## src/swf_pkg.sv

```systemverilog
`timescale 1ns/1ps
package swf_pkg;
  localparam int          DATA_W       = 8;
  localparam int          ADDR_W       = 12;
  localparam int          OP_W         = 16;
  // opcode patterns in the upper bits
  localparam logic [7:0]  LIT_OP_HI    = 8'h08;
  localparam logic [5:0]  FILE_OP_HI   = 6'h17;
  localparam int          DEST_BIT     = 9;
  localparam int          ACCESS_BIT   = 8;
  // access bank split: 00 to 5f is ram, 60 to ff special registers
  localparam logic [7:0]  ACCESS_SPLIT = 8'h5f;
  localparam logic [3:0]  ACC_LO_BANK  = 4'h0;
  localparam logic [3:0]  ACC_HI_BANK  = 4'hf;
  localparam logic [7:0]  W_RESET      = 8'h00;
  localparam logic [11:0] ADDR_RESET   = 12'h000;

  typedef enum logic [1:0] {
    PH_Q1 = 2'b00,
    PH_Q2 = 2'b01,
    PH_Q3 = 2'b10,
    PH_Q4 = 2'b11
  } swf_phase_t;

  typedef struct packed {
    logic n;
    logic overflow;
    logic z;
    logic digitCarry;
    logic c;
  } swf_flags_t;

  localparam swf_flags_t FLAGS_RESET = 5'h00;

  // data memory request as seen by the register file
  typedef struct packed {
    logic              rd;
    logic              wr;
    logic [ADDR_W-1:0] addr;
    logic [DATA_W-1:0] wdata;
  } swf_mem_req_t;

  localparam swf_mem_req_t MEM_REQ_RESET = 22'h000000;
endpackage

// borrow-ripple subtractor: minuend minus subtrahend with flags
module swf_alu
  import swf_pkg::*;
(
  // operands
  input  wire logic [DATA_W-1:0] minuend,
  input  wire logic [DATA_W-1:0] subtrahend,
  // results
  output logic      [DATA_W-1:0] diff,
  output swf_flags_t             flags
);
  logic [DATA_W:0] borrow;

  assign borrow[0] = 1'b0;
  // ripple chain exposes the bit 3 borrow for digit carry
  genvar i;
  generate
    for (i = 0; i < DATA_W; i++) begin : g_bit
      assign diff[i]     = minuend[i] ^ subtrahend[i] ^ borrow[i];
      assign borrow[i+1] = (~minuend[i] & subtrahend[i]) |
                           (~(minuend[i] ^ subtrahend[i]) & borrow[i]);
    end
  endgenerate

  // flags from the same chain
  assign flags.c  = ~borrow[DATA_W];
  assign flags.digitCarry = ~borrow[4];
  assign flags.z  = (diff == 8'h00);
  assign flags.n  = diff[DATA_W-1];
  assign flags.overflow = (minuend[DATA_W-1] != subtrahend[DATA_W-1]) &&
                          (diff[DATA_W-1] != minuend[DATA_W-1]);
endmodule // swf_alu

```

## src/swf_core.sv

```systemverilog
`timescale 1ns/1ps
module swf_core
  import swf_pkg::*;
(
  // clock and reset
  input  wire logic              sys_clk,
  input  wire logic              nrst,
  // instruction from fetch
  input  wire logic              opValid,
  input  wire logic [OP_W-1:0]   opcode,
  // addressing context
  input  wire logic              extEnable,
  input  wire logic [3:0]        bankSelect,
  input  wire logic [ADDR_W-1:0] indexBase,
  // data memory
  input  wire logic [DATA_W-1:0] memRdData,
  output swf_mem_req_t           memReq,
  // core state
  output logic      [DATA_W-1:0] wReg,
  output swf_flags_t             status,
  output swf_phase_t             phase,
  output logic                   opDone
);

  function automatic logic isLitOp(input logic [OP_W-1:0] op);
    return op[15:8] == LIT_OP_HI;
  endfunction

  function automatic logic isFileOp(input logic [OP_W-1:0] op);
    return op[15:10] == FILE_OP_HI;
  endfunction

  // file address from operand, access bit and context
  function automatic logic [ADDR_W-1:0] mapAddr(input logic [7:0] f,
                                                input logic a,
                                                input logic ext,
                                                input logic [3:0] bank,
                                                input logic [ADDR_W-1:0] base);
    if (a) begin
      return {bank, f};
    end else if (ext && (f <= ACCESS_SPLIT)) begin
      return base + {4'h0, f};
    end else if (f <= ACCESS_SPLIT) begin
      return {ACC_LO_BANK, f};
    end else begin
      return {ACC_HI_BANK, f};
    end
  endfunction

  logic              curLit;
  logic              curFile;
  logic              curDest;
  logic [DATA_W-1:0] operand;
  logic [DATA_W-1:0] result;
  logic [DATA_W-1:0] aluDiff;
  swf_flags_t        aluFlags;
  logic              accept;

  assign accept = (phase == PH_Q1) && opValid && (isLitOp(opcode) || isFileOp(opcode));

  swf_alu u_swf_alu (
    .minuend    (operand),
    .subtrahend (wReg),
    .diff       (aluDiff),
    .flags      (aluFlags)
  );

  // free running four-phase sequencer
  always_ff @(posedge sys_clk or negedge nrst) begin
    if (!nrst) begin
      phase <= PH_Q1;
    end else begin
      case (phase)
        PH_Q1: phase <= PH_Q2;
        PH_Q2: phase <= PH_Q3;
        PH_Q3: phase <= PH_Q4;
        default: phase <= PH_Q1;
      endcase
    end
  end

  // q1 decode: only the two subtracts are taken, others idle a cycle
  always_ff @(posedge sys_clk or negedge nrst) begin
    if (!nrst) begin
      curLit  <= 1'b0;
      curFile <= 1'b0;
      curDest <= 1'b0;
    end else if (phase == PH_Q1) begin
      curLit  <= opValid && isLitOp(opcode);
      curFile <= opValid && isFileOp(opcode);
      curDest <= opcode[DEST_BIT];
    end
  end

  // operand: literal at decode, file data sampled at end of q2
  always_ff @(posedge sys_clk or negedge nrst) begin
    if (!nrst) begin
      operand <= W_RESET;
    end else if (phase == PH_Q1) begin
      operand <= opcode[7:0];
    end else if ((phase == PH_Q2) && curFile) begin
      operand <= memRdData;
    end
  end

  // memory port: read during q2, write during q4
  always_ff @(posedge sys_clk or negedge nrst) begin
    if (!nrst) begin
      memReq <= MEM_REQ_RESET;
    end else begin
      case (phase)
        PH_Q1: begin
          memReq.rd   <= opValid && isFileOp(opcode);
          memReq.wr   <= 1'b0;
          memReq.addr <= mapAddr(opcode[7:0], opcode[ACCESS_BIT], extEnable,
                                 bankSelect, indexBase);
        end
        PH_Q3: begin
          memReq.rd    <= 1'b0;
          memReq.wr    <= curFile && curDest;
          memReq.wdata <= aluDiff;
        end
        default: begin
          memReq.rd <= 1'b0;
          memReq.wr <= 1'b0;
        end
      endcase
    end
  end

  // q3 compute: result held and flags updated together
  always_ff @(posedge sys_clk or negedge nrst) begin
    if (!nrst) begin
      result <= W_RESET;
      status <= FLAGS_RESET;
    end else if ((phase == PH_Q3) && (curLit || curFile)) begin
      result <= aluDiff;
      status <= aluFlags;
    end
  end

  // q4 write: working register takes the result unless routed to file
  always_ff @(posedge sys_clk or negedge nrst) begin
    if (!nrst) begin
      wReg <= W_RESET;
    end else if ((phase == PH_Q4) && (curLit || (curFile && !curDest))) begin
      wReg <= result;
    end
  end

  // completion pulse in the q1 after each subtract
  always_ff @(posedge sys_clk or negedge nrst) begin
    if (!nrst) begin
      opDone <= 1'b0;
    end else begin
      opDone <= (phase == PH_Q4) && (curLit || curFile);
    end
  end

  // checks
  property p_phase_order;
    @(posedge sys_clk) disable iff (!nrst)
      (phase == PH_Q1) |=> (phase == PH_Q2) ##1 (phase == PH_Q3) ##1 (phase == PH_Q4);
  endproperty
  a_phase_order: assert property (p_phase_order)
    else $error("phases out of order");

  property p_one_cycle;
    @(posedge sys_clk) disable iff (!nrst)
      accept |-> ##1 !opDone [*3] ##1 opDone;
  endproperty
  a_one_cycle: assert property (p_one_cycle)
    else $error("subtract did not finish in one instruction cycle");

  property p_lit_result;
    @(posedge sys_clk) disable iff (!nrst)
      (accept && isLitOp(opcode)) |-> ##4 (wReg == 8'($past(opcode[7:0], 4) - $past(wReg, 4)));
  endproperty
  a_lit_result: assert property (p_lit_result)
    else $error("literal subtract wrong working value");

  property p_file_read;
    @(posedge sys_clk) disable iff (!nrst)
      (accept && isFileOp(opcode)) |=> memReq.rd && !memReq.wr;
  endproperty
  a_file_read: assert property (p_file_read)
    else $error("file operand not read in q2");

  property p_file_to_file;
    @(posedge sys_clk) disable iff (!nrst)
      (accept && isFileOp(opcode) && opcode[DEST_BIT]) |-> ##3
        (memReq.wr && (memReq.wdata == 8'($past(memRdData, 2) - wReg)));
  endproperty
  a_file_to_file: assert property (p_file_to_file)
    else $error("file destination write wrong");

  property p_file_to_w;
    @(posedge sys_clk) disable iff (!nrst)
      (accept && isFileOp(opcode) && !opcode[DEST_BIT]) |-> ##3 !memReq.wr
        ##1 (wReg == 8'($past(memRdData, 3) - $past(wReg, 4)));
  endproperty
  a_file_to_w: assert property (p_file_to_w)
    else $error("working destination wrong");

  property p_bank_sel;
    @(posedge sys_clk) disable iff (!nrst)
      (accept && isFileOp(opcode) && opcode[ACCESS_BIT]) |=>
        (memReq.addr == {$past(bankSelect), $past(opcode[7:0])});
  endproperty
  a_bank_sel: assert property (p_bank_sel)
    else $error("banked address wrong");

  property p_indexed;
    @(posedge sys_clk) disable iff (!nrst)
      (accept && isFileOp(opcode) && !opcode[ACCESS_BIT] && extEnable &&
       (opcode[7:0] <= ACCESS_SPLIT)) |=>
        (memReq.addr == 12'($past(indexBase) + {4'h0, $past(opcode[7:0])}));
  endproperty
  a_indexed: assert property (p_indexed)
    else $error("indexed offset address wrong");

  property p_flags;
    @(posedge sys_clk) disable iff (!nrst)
      (accept && isLitOp(opcode)) |-> ##3
        (status.c == ($past(opcode[7:0], 3) >= wReg)) &&
        (status.z == ($past(opcode[7:0], 3) == wReg)) &&
        (status.n == ((($past(opcode[7:0], 3) - wReg) & 8'h80) != 8'h00));
  endproperty
  a_flags: assert property (p_flags)
    else $error("carry zero or negative flag wrong");

  property p_overflow_digit;
    @(posedge sys_clk) disable iff (!nrst)
      (accept && isLitOp(opcode)) |-> ##3
        (status.digitCarry == ($past(opcode[3:0], 3) >= wReg[3:0])) &&
        (status.overflow == (($past(opcode[7], 3) != wReg[7]) &&
                             (status.n != $past(opcode[7], 3))));
  endproperty
  a_overflow_digit: assert property (p_overflow_digit)
    else $error("overflow or digit carry wrong");

endmodule // swf_core

```

## config.mk

```make
export PLATFORM = sky130hd
export DESIGN_NAME = swf_core
export DESIGN_NICKNAME = d
export VERILOG_FILES = /design/src/swf_pkg.sv /design/src/swf_core.sv
export SDC_FILE = /design/constraint.sdc
export NUM_CORES = 1
export LEC_CHECK = 0
export ABC_AREA = 1
export BUFFER_PORTS_ARGS = -buffer_cell sky130_fd_sc_hd__buf_2
export CAP_MARGIN = 20
export CORE_ASPECT_RATIO = 0.6
export CORE_MARGIN = 2
export CORE_UTILIZATION = 45
export CTS_CLUSTER_DIAMETER = 50
export CTS_CLUSTER_SIZE = 8
export DETAILED_ROUTE_END_ITERATION = 16
export PLACE_DENSITY = 0.69
export SYNTH_ARGS = -nofsm -noshare
export SYNTH_HDL_FRONTEND = slang
export SYNTH_SLANG_ARGS = --single-unit
```

## constraint.sdc

```tcl
create_clock -name sys_clk -period 7.1 [get_ports sys_clk]
set_clock_uncertainty 0.2 [all_clocks]
set_input_delay 0.355 -clock sys_clk [delete_from_list [all_inputs] [get_ports sys_clk]]
set_output_delay 0.355 -clock sys_clk [all_outputs]
set_load 0.005 [all_outputs]
```

==> flow_summary.yaml, run 1 <==
outcome:
  outcome: "complete, no violations"
worst_setup_path:
  r2r_start: "wReg[0]$_DFFE_PN0P_"
  critPathTopFamily: "adder cells"
  r2r_end: "status[2]$_DFFE_PN0P_"
  required_ns: 7.09
  reg2regPathDepth: 10
  crit_path_end_kind: "flop"
  crit_fanout: 3
  worstPathArrival_ns: 4.28
  crit_buf_inv: 0
  regToRegSetupSlack_ns: 2.81
  worstSetupPathType: "reg -> reg"
  path_common_cell: "fa_1"
  crit_slowest_cell: "fa_1"
  cpPeakStageDelay_ns: 0.53
  startpoint_type: "flop"
  cp_cell_sequence: "ha_1 -> fa_1 -> fa_1 -> fa_1 -> fa_1 -> fa_1 -> fa_1 -> fa_1 -> nand3_1 -> o41ai_2"
logic_synthesis:
  async_flop_share: 1.000
  syn-num-nets: 410
  synth_edf_count: 0
  synth_warnings: 0
  synthCells: 344
  yosys_register_bits: 56
  yosysTopAreaCell: "dfrtp_1"
  synth.cell_area_um2: 3079
  seq_area_frac_synth: 0.4551
  synthTopCellsByArea: "dfrtp_1 46%, nand2_1 9.8%, ha_1 5.7%, o21ai_0 5.5%, fa_1 5.2%"
  syn_area_per_cell_um2: 8.951
  synth_ff_type: "dfrtp_1"
  synth_top_area_share: 0.4551
  synth.distinct_cells: 39
clock_network:
  cts.sinks: 56
  htreeDepth: 2
  clockRootBuffer: "clkbuf_16"
  numCtsBuffers: 5
  post_cts.repair.setup_buffers: 0
  cts_resized: 0
  clock_latency_ns: 0.29
  clkSlewWorstSetupHoldPaths_ns: 0.07
  cts_tree: "built"
  postCtsHoldBufs: 0
  max-clock-path-buffers: 2
finish:
  syn_to_final_growth_pct: 20.24
  antenna_cells: 0
  instances_no_fill: 510
  seq_area_um2: 1401
  drive_above_1_share: 0.2766
  multi_input_area_um2: 1474
  num-fill-cells: 620
  final_common_cell: "buf_2"
  fin_nets: 490
  most-common-layout-cells: "81 x buf_2, 80 x nand2_1, 56 x dfrtp_1"
floorplan:
  die_h_um: 68.08
  initial_utilization: 0.4632
  die-area_um2: 7542
  core_area_um2: 6648
  pin_count: 82
  chipWidth_um: 110.8
  fp-row-count: 23
global_routing:
  overflow: 0
  grt_start_max_net_pins: 57
  grt_pass1_wl_um: 11670
  gr-usage-all-layers: 0.2003
  antenna_found_initial: 0
  grt_pass1_vias: 2348
sta:
  finalSetupViolCount: 0
  max_freq_mhz: 233.0
  hold_viol_final: 0
  period_share: 0.6046
  drv_slew: 0
  layout_min_cycle_time_ns: 4.293
  slew-limit-headroom: 0.5258
  worstMarginPinSlew_ns: 0.7113
  setup_tns_ns: 0
  rsz0062_at_grt: "no"
  hold_ws_ns: 0.009790
drt:
  ant_nets: 0
  first_pass_iters: 4
  drtIter0Drc: 109
  avgRoutedWirePerCell_um: 13.99
  wl_um: 7136
  route.detailed.drc: 0
  detailroute.via_count: 2573
  vias_per_cell: 5.045
flow_run:
  cap_viol_max_count: 0
pwr:
  peakVddDrop_v: 0.0001127
  p_leak_nw: 1.962
  power_density_nw_per_um2: 191.4
hold_path:
  hold_path.class: "in -> async"
placement:
  dp_hpwl_um: 5578
  placed_cells: 504
  io_buffers: 81
  gp_congestion: 0.8602
-- state kept, by name, indices dropped and copies added (netlist names) --
| register | flops |
|---|---|
| operand | 8 |
| status | 5 |
| phase | 2 |
| opDone | 1 |
| memReq | 22 |
| curFile | 1 |
| result | 7 |
| curLit | 1 |
| curDest | 1 |
| wReg | 8 |
-- layer usage --
layer  share of wire  vias up  global-route usage
li1                -     1287                   -
met1            0.54     1202              0.3100
met2            0.39       77              0.2845
met3           0.062        7             0.04694
met4          0.0074        0             0.04219
met5               0        -                   0
-- per-stage QoR --
step | setup WS, ns | area, um2 | total power, mW | util
after global placement | 2.907 | 3547 | 0.4424 | 0.5336
after floorplan | 3.044 | 3079 | 0.3993 | -
final | 2.807 | 3702 | 0.7084 | 0.5569
after global routing | 2.614 | 3702 | 0.7454 | 0.5569
after detailed placement | 2.841 | 3547 | 0.4447 | 0.5336
after CTS | 2.836 | 3702 | 0.7142 | 0.5569
-- area by class of cell --
class / count / share of cell area
Sequential cell: 56 / 0.3785
Clock inverter: 1 / 0.008111
Inverter: 38 / 0.03853
Timing Repair Buffer: 83 / 0.1136
Tap cell: 87 / 0.02940
Multi-Input combinational cell: 240 / 0.3981
Clock buffer: 5 / 0.03380
-- how the worst max path moves through the flow --
stage | start | endpoint | slack [ns] | cells after the start
6_report | wReg[0]$_DFFE_PN0P_ | status[2]$_DFFE_PN0P_ | 2.81 | 10
5_1_grt | wReg[0]$_DFFE_PN0P_ | status[3]$_DFFE_PN0P_ | 2.61 | 12
4_1_cts | wReg[0]$_DFFE_PN0P_ | status[2]$_DFFE_PN0P_ | 2.84 | 10
3_5_place_dp | wReg[0]$_DFFE_PN0P_ | status[2]$_DFFE_PN0P_ | 2.84 | 10
3_3_place_gp | wReg[0]$_DFFE_PN0P_ | status[2]$_DFFE_PN0P_ | 2.91 | 10
2_1_floorplan | wReg[0]$_DFFE_PN0P_ | status[2]$_DFFE_PN0P_ | 3.04 | 10
-- cell families after synthesis --
kind of cell               after synthesis  synth area share
and+or+nand+nor                        138            0.2019
AOI/OAI and AO/OA                       70            0.1345
DFF                                     56            0.4551
buffers and inverters                   48           0.06623
adders and majority gates               22            0.1089
muxes                                    6           0.02194
xor gates and xnor gates                 4           0.01138
-- Yosys cell counts (all sizes together) (2+ instances only) --
| cell | number |
|---|---|
| nand3 | 16 |
| nand3b | 2 |
| a31oi | 4 |
| dfrtp | 56 |
| inv | 38 |
| nand2 | 85 |
| clkbuf | 3 |
| nand4 | 5 |
| nor3 | 3 |
| a21oi | 16 |
| mux2 | 6 |
| o211ai | 4 |
| nor2 | 23 |
| buf | 7 |
| nor4 | 2 |
| fa | 8 |
| a21o | 2 |
| xor2 | 3 |
| ha | 14 |
| o21ai | 41 |
-- where the power goes --
part / total, mW / internal, mW / leakage [nW] / switching (mW)
Clock: 0.270 / 0.163 / 0.0757 / 0.108
Combinational: 0.0971 / 0.0404 / 1.18 / 0.0567
Sequential: 0.341 / 0.333 / 0.707 / 0.00778
Power figures use the tool's default switching activity.
==> run 2, diff against run 1 <==
==> constraint.sdc (replaced) <==
create_clock -name sys_clk -period 4.25 [get_ports sys_clk]
set_clock_uncertainty 0.2 [all_clocks]
set_input_delay 0.2125 -clock sys_clk [delete_from_list [all_inputs] [get_ports sys_clk]]
set_output_delay 0.2125 -clock sys_clk [all_outputs]
set_load 0.005 [all_outputs]
==> flow_summary.yaml, run 2 (synthesis results as in run 1) <==
placement:
  place_ws_ns: -0.04826
  gp_congestion: 0.8591
  io_buffers: 81
  dp_hpwl_um: 5594
  place_area_um2: 3547
worst_setup_path:
  cp_cell_sequence: "ha_1 -> fa_1 -> fa_2 -> fa_2 -> fa_1 -> fa_2 -> fa_1 -> fa_1 -> nand3_1 -> o41ai_2"
  worstPathArrival_ns: 4.14
  cpPeakStageDelay_ns: 0.55
  crit_slowest_cell: "fa_1"
  startpoint_type: "flop"
  cp-startpoint: "wReg[0]$_DFFE_PN0P_"
  path_common_cell: "fa_1"
  crit_path_end_kind: "flop"
  crit_fanout: 3
  required_ns: 4.24
  worstSetupPathType: "reg -> reg"
  critPathTopFamily: "adder cells"
  crit_buf_inv: 0
  r2r_start: "wReg[0]$_DFFE_PN0P_"
clock_network:
  max-clock-path-buffers: 2
  clockRootBuffer: "clkbuf_16"
  cts_tree: "built"
  htreeDepth: 2
  post_cts.repair.setup_buffers: 0
  clock_latency_ns: 0.29
  numCtsBuffers: 5
  cts.sinks: 56
  clkSlewWorstSetupHoldPaths_ns: 0.07
global_routing:
  antenna_found_initial: 0
  overflow: 0
  gr-usage-all-layers: 0.2043
  grt_start_max_net_pins: 57
  grt_pass1_vias: 2393
  grt_pass1_wl_um: 12020
finish:
  drive_above_1_share: 0.2771
  fin_area_um2: 3810
  most-common-layout-cells: "81 x buf_2, 80 x nand2_1, 56 x dfrtp_1"
  final_common_cell: "buf_2"
  reg_top3: "memReq: 22 flops, operand: 8 flops, wReg: 8 flops"
  syn_to_final_growth_pct: 23.73
  fin_nets: 500
  largest_reg_flops: 22
  top_register: "memReq"
  antenna_cells: 0
sta:
  rsz0062_at_grt: "no"
  slew-limit-headroom: 0.5284
  layout_min_cycle_time_ns: 4.144
  setup_tns_ns: 0
  finalSetupViolCount: 0
  period_share: 0.9752
  max_freq_mhz: 241.3
  drv_slew: 0
  worstMarginPinSlew_ns: 0.7074
  fin_ws_ns: 0.1056
  hold_viol_final: 0
drt:
  avgRoutedWirePerCell_um: 14.01
  route.detailed.drc: 0
  first_pass_iters: 4
  detailroute.via_count: 2596
  ant_nets: 0
  vias_per_cell: 4.992
  drtIter0Drc: 126
  wl_um: 7285
floorplan:
  die_h_um: 68.08
  pin_count: 82
  chipWidth_um: 110.8
  die-area_um2: 7542
  initial_utilization: 0.4632
  fp-row-count: 23
  core_area_um2: 6648
hold_path:
  worstHoldStart: "opcode[4]"
  hold_path.class: "in -> reg"
outcome:
  outcome: "complete, no violations"
pwr:
  peakVddDrop_v: 0.0001673
  power_density_nw_per_um2: 312.1
  p_leak_nw: 2.001
  fin_total_pwr_mw: 1.189
flow_run:
  cap_viol_max_count: 0
-- run 2: worst paths after layout --
path                                          end  slack [ns]  cells after the start
min in group asynchronous     wReg[6]$_DFFE_PN0P_        0.37                      3
max in group asynchronous     wReg[4]$_DFFE_PN0P_        2.99                      3
max                         status[2]$_DFFE_PN0P_        0.11                     10
min reg2reg                 memReq[5]$_DFFE_PN0P_        0.28                      2
max reg2reg                 status[2]$_DFFE_PN0P_        0.11                     10
min                        operand[4]$_DFFE_PN0P_       0.002                      3
-- run 2: power by group --
group	switching, mW	total, mW	internal, mW
combinational	0.0961	0.169	0.0731
sequential	0.0131	0.570	0.557
clock	0.178	0.450	0.272
-- run 2: worst register-to-register path, stage by stage (launching register included) --
cell and delay (ns):
dfrtp_1 0.40, ha_1 0.21, fa_1 0.38, fa_2 0.37, fa_2 0.37, fa_1 0.40
fa_2 0.37, fa_1 0.40, fa_1 0.55, nand3_1 0.10, o41ai_2 0.30
-- run 2: area by class of cell --
type | count | area [um2]
fillers | 592 | 2838
multi-input cells | 240 | 1481
clock buffers | 5 | 125.1
flip-flops and latches | 56 | 1401
well taps | 87 | 108.9
clock inverters | 1 | 30.03
inverters | 38 | 142.6
repair buffers | 93 | 520.5
-- run 2: metrics by stage --
stage | cells | utilization | hold slack [ns]
final | 520 | 0.5731 | 0.001729
after global routing | 520 | 0.5731 | 0.01695
after CTS | 520 | 0.5727 | 0.004049
after detailed placement | 504 | 0.5336 | 0.1955
after global placement | 504 | 0.5336 | 0.1971
after floorplan | 344 | - | -0.2831
-- run 2: per-layer routing --
metal | wire length [um] | global-route usage | up-vias | share of wire
met4 | 59 | 0.04688 | 0 | 0.0081
met5 | 0 | 0 | - | 0
met2 | 2906 | 0.2914 | 64 | 0.40
met1 | 3982 | 0.3196 | 1219 | 0.55
li1 | - | - | 1305 | -
met3 | 337 | 0.03897 | 8 | 0.046
-- run 2: timing repair --
action / in CTS / in global routing
gates resized for setup: 2 / 2
hold buffers: 10 / 0
pin swaps: 1 / 1
setup endpoints to repair: 2 / 2
endpoints found under the hold margin: 64 / 0
==> run 3, diff against run 2 <==
--- a/config.mk
+++ b/config.mk
@@ -5,7 +5,6 @@
 export SDC_FILE = /design/constraint.sdc
 export NUM_CORES = 1
 export LEC_CHECK = 0
-export ABC_AREA = 1
 export BUFFER_PORTS_ARGS = -buffer_cell sky130_fd_sc_hd__buf_2
 export CAP_MARGIN = 20
 export CORE_ASPECT_RATIO = 0.6
==> constraint.sdc (replaced) <==
create_clock -name sys_clk -period 4.1 [get_ports sys_clk]
set_clock_uncertainty 0.2 [all_clocks]
set_input_delay 0.205 -clock sys_clk [delete_from_list [all_inputs] [get_ports sys_clk]]
set_output_delay 0.205 -clock sys_clk [all_outputs]
set_load 0.005 [all_outputs]
==> flow_summary.yaml, run 3 <==
logic_synthesis:
  synth.area.mux_share: 0.1004
  synthCells: 292
  yosysTopAreaCell: "dfrtp_1"
  synth-compound-area-share: 0.1444
  synthAdderAreaFrac: 0.1112
  synth-xor-area-share: 0.008714
  synth.distinct_cells: 43
  yosys.area_share.simple: 0.1199
  synth.cell_area_um2: 3015
  synthTopCellsByArea: "dfrtp_1 46%, mux2i_1 6.3%, ha_1 5.8%, fa_1 5.3%, o21ai_0 4.8%"
  synth_top_area_share: 0.4647
  yosys_register_bits: 56
  syn_area_per_cell_um2: 10.33
  synth_top_family_by_area: "compound AO/OA/AOI/OAI gates"
  synthTopCellsByCount: "56 x dfrtp_1, 32 x nand2_1, 29 x o21ai_0, 27 x inv_1, 19 x mux2i_1"
  syn-num-nets: 358
  async_flop_share: 1.000
  synth_edf_count: 0
  seq_area_frac_synth: 0.4647
  yosys.cell_count.top_type: "dfrtp_1"
  synth_ff_type: "dfrtp_1"
  synth_warnings: 0
drt:
  detailroute.via_count: 2507
  wl_um: 7431
  ant_nets: 0
  avgRoutedWirePerCell_um: 15.58
  route.detailed.drc: 0
  vias_per_cell: 5.256
  first_pass_iters: 4
  drtIter0Drc: 185
hold_path:
  worstHoldStart: "memRdData[4]"
  hold_path_depth: 3
  hold_path.class: "in -> reg"
  holdPathEnd: "operand[4]$_DFFE_PN0P_"
placement:
  gp_congestion: 0.8608
  io_buffers: 81
  dp_hpwl_um: 5616
  place_ws_ns: -0.1675
finish:
  most-common-layout-cells: "81 x buf_2, 56 x dfrtp_1, 32 x nand2_1"
  syn_to_final_growth_pct: 25.39
  reg_top3: "memReq: 22 flops, operand: 8 flops, wReg: 8 flops"
  drive_above_1_share: 0.2949
  antenna_cells: 0
  final_common_cell: "buf_2"
  top_register: "memReq"
  largest_reg_flops: 22
  fin_nets: 455
  num-fill-cells: 598
worst_setup_path:
  startpoint_type: "flop"
  reg2regPathDepth: 10
  regToRegSetupSlack_ns: 0.12
  cp_cell_sequence: "ha_1 -> fa_2 -> fa_2 -> fa_2 -> fa_2 -> fa_2 -> fa_2 -> fa_2 -> nand4_1 -> o31ai_2"
  worstPathArrival_ns: 4.00
  path_common_cell: "fa_2"
  r2r_start: "wReg[0]$_DFFE_PN0P_"
  required_ns: 4.12
  crit_fanout: 4
  r2r_end: "status[2]$_DFFE_PN0P_"
  crit_path_end_kind: "flop"
  worstSetupPathType: "reg -> reg"
  crit_slowest_cell: "fa_2"
  cpPeakStageDelay_ns: 0.60
clock_network:
  clockRootBuffer: "clkbuf_8"
  numCtsBuffers: 5
  cts.sinks: 56
  cts_tree: "built"
  max-clock-path-buffers: 2
  clock_latency_ns: 0.31
  htreeDepth: 2
  clkSlewWorstSetupHoldPaths_ns: 0.10
pwr:
  power_density_nw_per_um2: 283.6
  peakVddDrop_v: 0.0002084
  p_leak_nw: 1.881
floorplan:
  pin_count: 82
  initial_utilization: 0.4576
  chipWidth_um: 109.7
  fp-row-count: 23
  die-area_um2: 7393
  core_area_um2: 6590
  die_h_um: 67.41
global_routing:
  grt_start_max_net_pins: 57
  gr-usage-all-layers: 0.2133
  antenna_found_initial: 0
  grt_pass1_vias: 2259
  overflow: 0
  grt_pass1_wl_um: 11770
sta:
  setup_tns_ns: 0
  slew-limit-headroom: 0.3665
  layout_min_cycle_time_ns: 3.980
  max_freq_mhz: 251.3
  worstMarginPinSlew_ns: 0.9502
  drv_slew: 0
  fin_ws_ns: 0.1200
  finalSetupViolCount: 0
  hold_ws_ns: 0.002048
  hold_viol_final: 0
  period_share: 0.9707
flow_run:
  cap_viol_max_count: 0
outcome:
  outcome: "complete, no violations"
run 3: cell type report:
class | instances | area, um2 | area share
Sequential cell | 56 | 1401 | 0.3706
Inverter | 27 | 101.3 | 0.02680
Multi-Input combinational cell | 198 | 1484 | 0.3925
Tap cell | 87 | 108.9 | 0.02879
Clock inverter | 3 | 23.77 | 0.006287
Timing Repair Buffer | 101 | 593.1 | 0.1568
Clock buffer | 5 | 68.82 | 0.01820
run 3: how the worst max path moves through the flow:
stage                                start                     to  depth (start not counted)
global route           wReg[0]$_DFFE_PN0P_  status[2]$_DFFE_PN0P_                         10
detailed placement  operand[0]$_DFFE_PN0P_  status[2]$_DFFE_PN0P_                         11
floorplan              wReg[0]$_DFFE_PN0P_  status[2]$_DFFE_PN0P_                         10
CTS                    wReg[0]$_DFFE_PN0P_  status[2]$_DFFE_PN0P_                         10
finish                 wReg[0]$_DFFE_PN0P_  status[2]$_DFFE_PN0P_                         10
global placement       wReg[0]$_DFFE_PN0P_  status[2]$_DFFE_PN0P_                         10
run 3: per-layer routing:
metal	global-route usage	wire, um	vias up	share of wire
met3	0.05792	633	2	0.085
li1	-	-	1208	-
met2	0.2739	2878	97	0.39
met4	0.03639	20	0	0.0027
met5	0	0	-	0
met1	0.3514	3898	1200	0.52
run 3: critical path, delay by kind of cell, from the launching register on:
kind / cells / cell delay, ns
adder cells (fa/ha/maj): 8 / 2.94
AO/OA/AOI/OAI: 1 / 0.23
AND/OR/NAND/NOR: 1 / 0.13
flip-flops: 1 / 0.39
run 3: timing repair:
| item | CTS | global route |
|---|---|---|
| resized for setup | 5 | 3 |
| setup endpoints to repair | 3 | 3 |
| hold buffers | 15 | 0 |
| buffers inserted | 1 | 0 |
| endpoints found under the hold margin | 70 | 0 |
| pin swaps | 1 | 1 |
run 3: power breakdown:
group          total (mW)  switching [mW]  internal, mW
logic               0.171          0.0927        0.0782
registers           0.592          0.0153         0.577
clock network       0.309           0.188         0.122
total                1.07           0.296         0.777
run 3: metrics by stage:
step / power, mW / instances / area, um2 / utilization
6_report: 1.072 / 477 / 3781 / 0.5738
3_5_place_dp: 0.7612 / 453 / 3508 / 0.5324
4_1_cts: 1.078 / 477 / 3771 / 0.5722
5_1_grt: 1.131 / 477 / 3781 / 0.5738
2_1_floorplan: 0.6813 / 292 / 3015 / -
3_3_place_gp: 0.7576 / 453 / 3508 / 0.5324
run 3: kinds of logic (layout without fill, tap and decap cells):
group | Yosys count | in the layout
XOR/XNOR | 3 | 3
adder cells (fa/ha/maj) | 22 | 22
AO/OA/AOI/OAI | 69 | 69
buffers and inverters | 38 | 136
multiplexers | 29 | 29
AND/OR/NAND/NOR | 75 | 75
flip-flops | 56 | 56
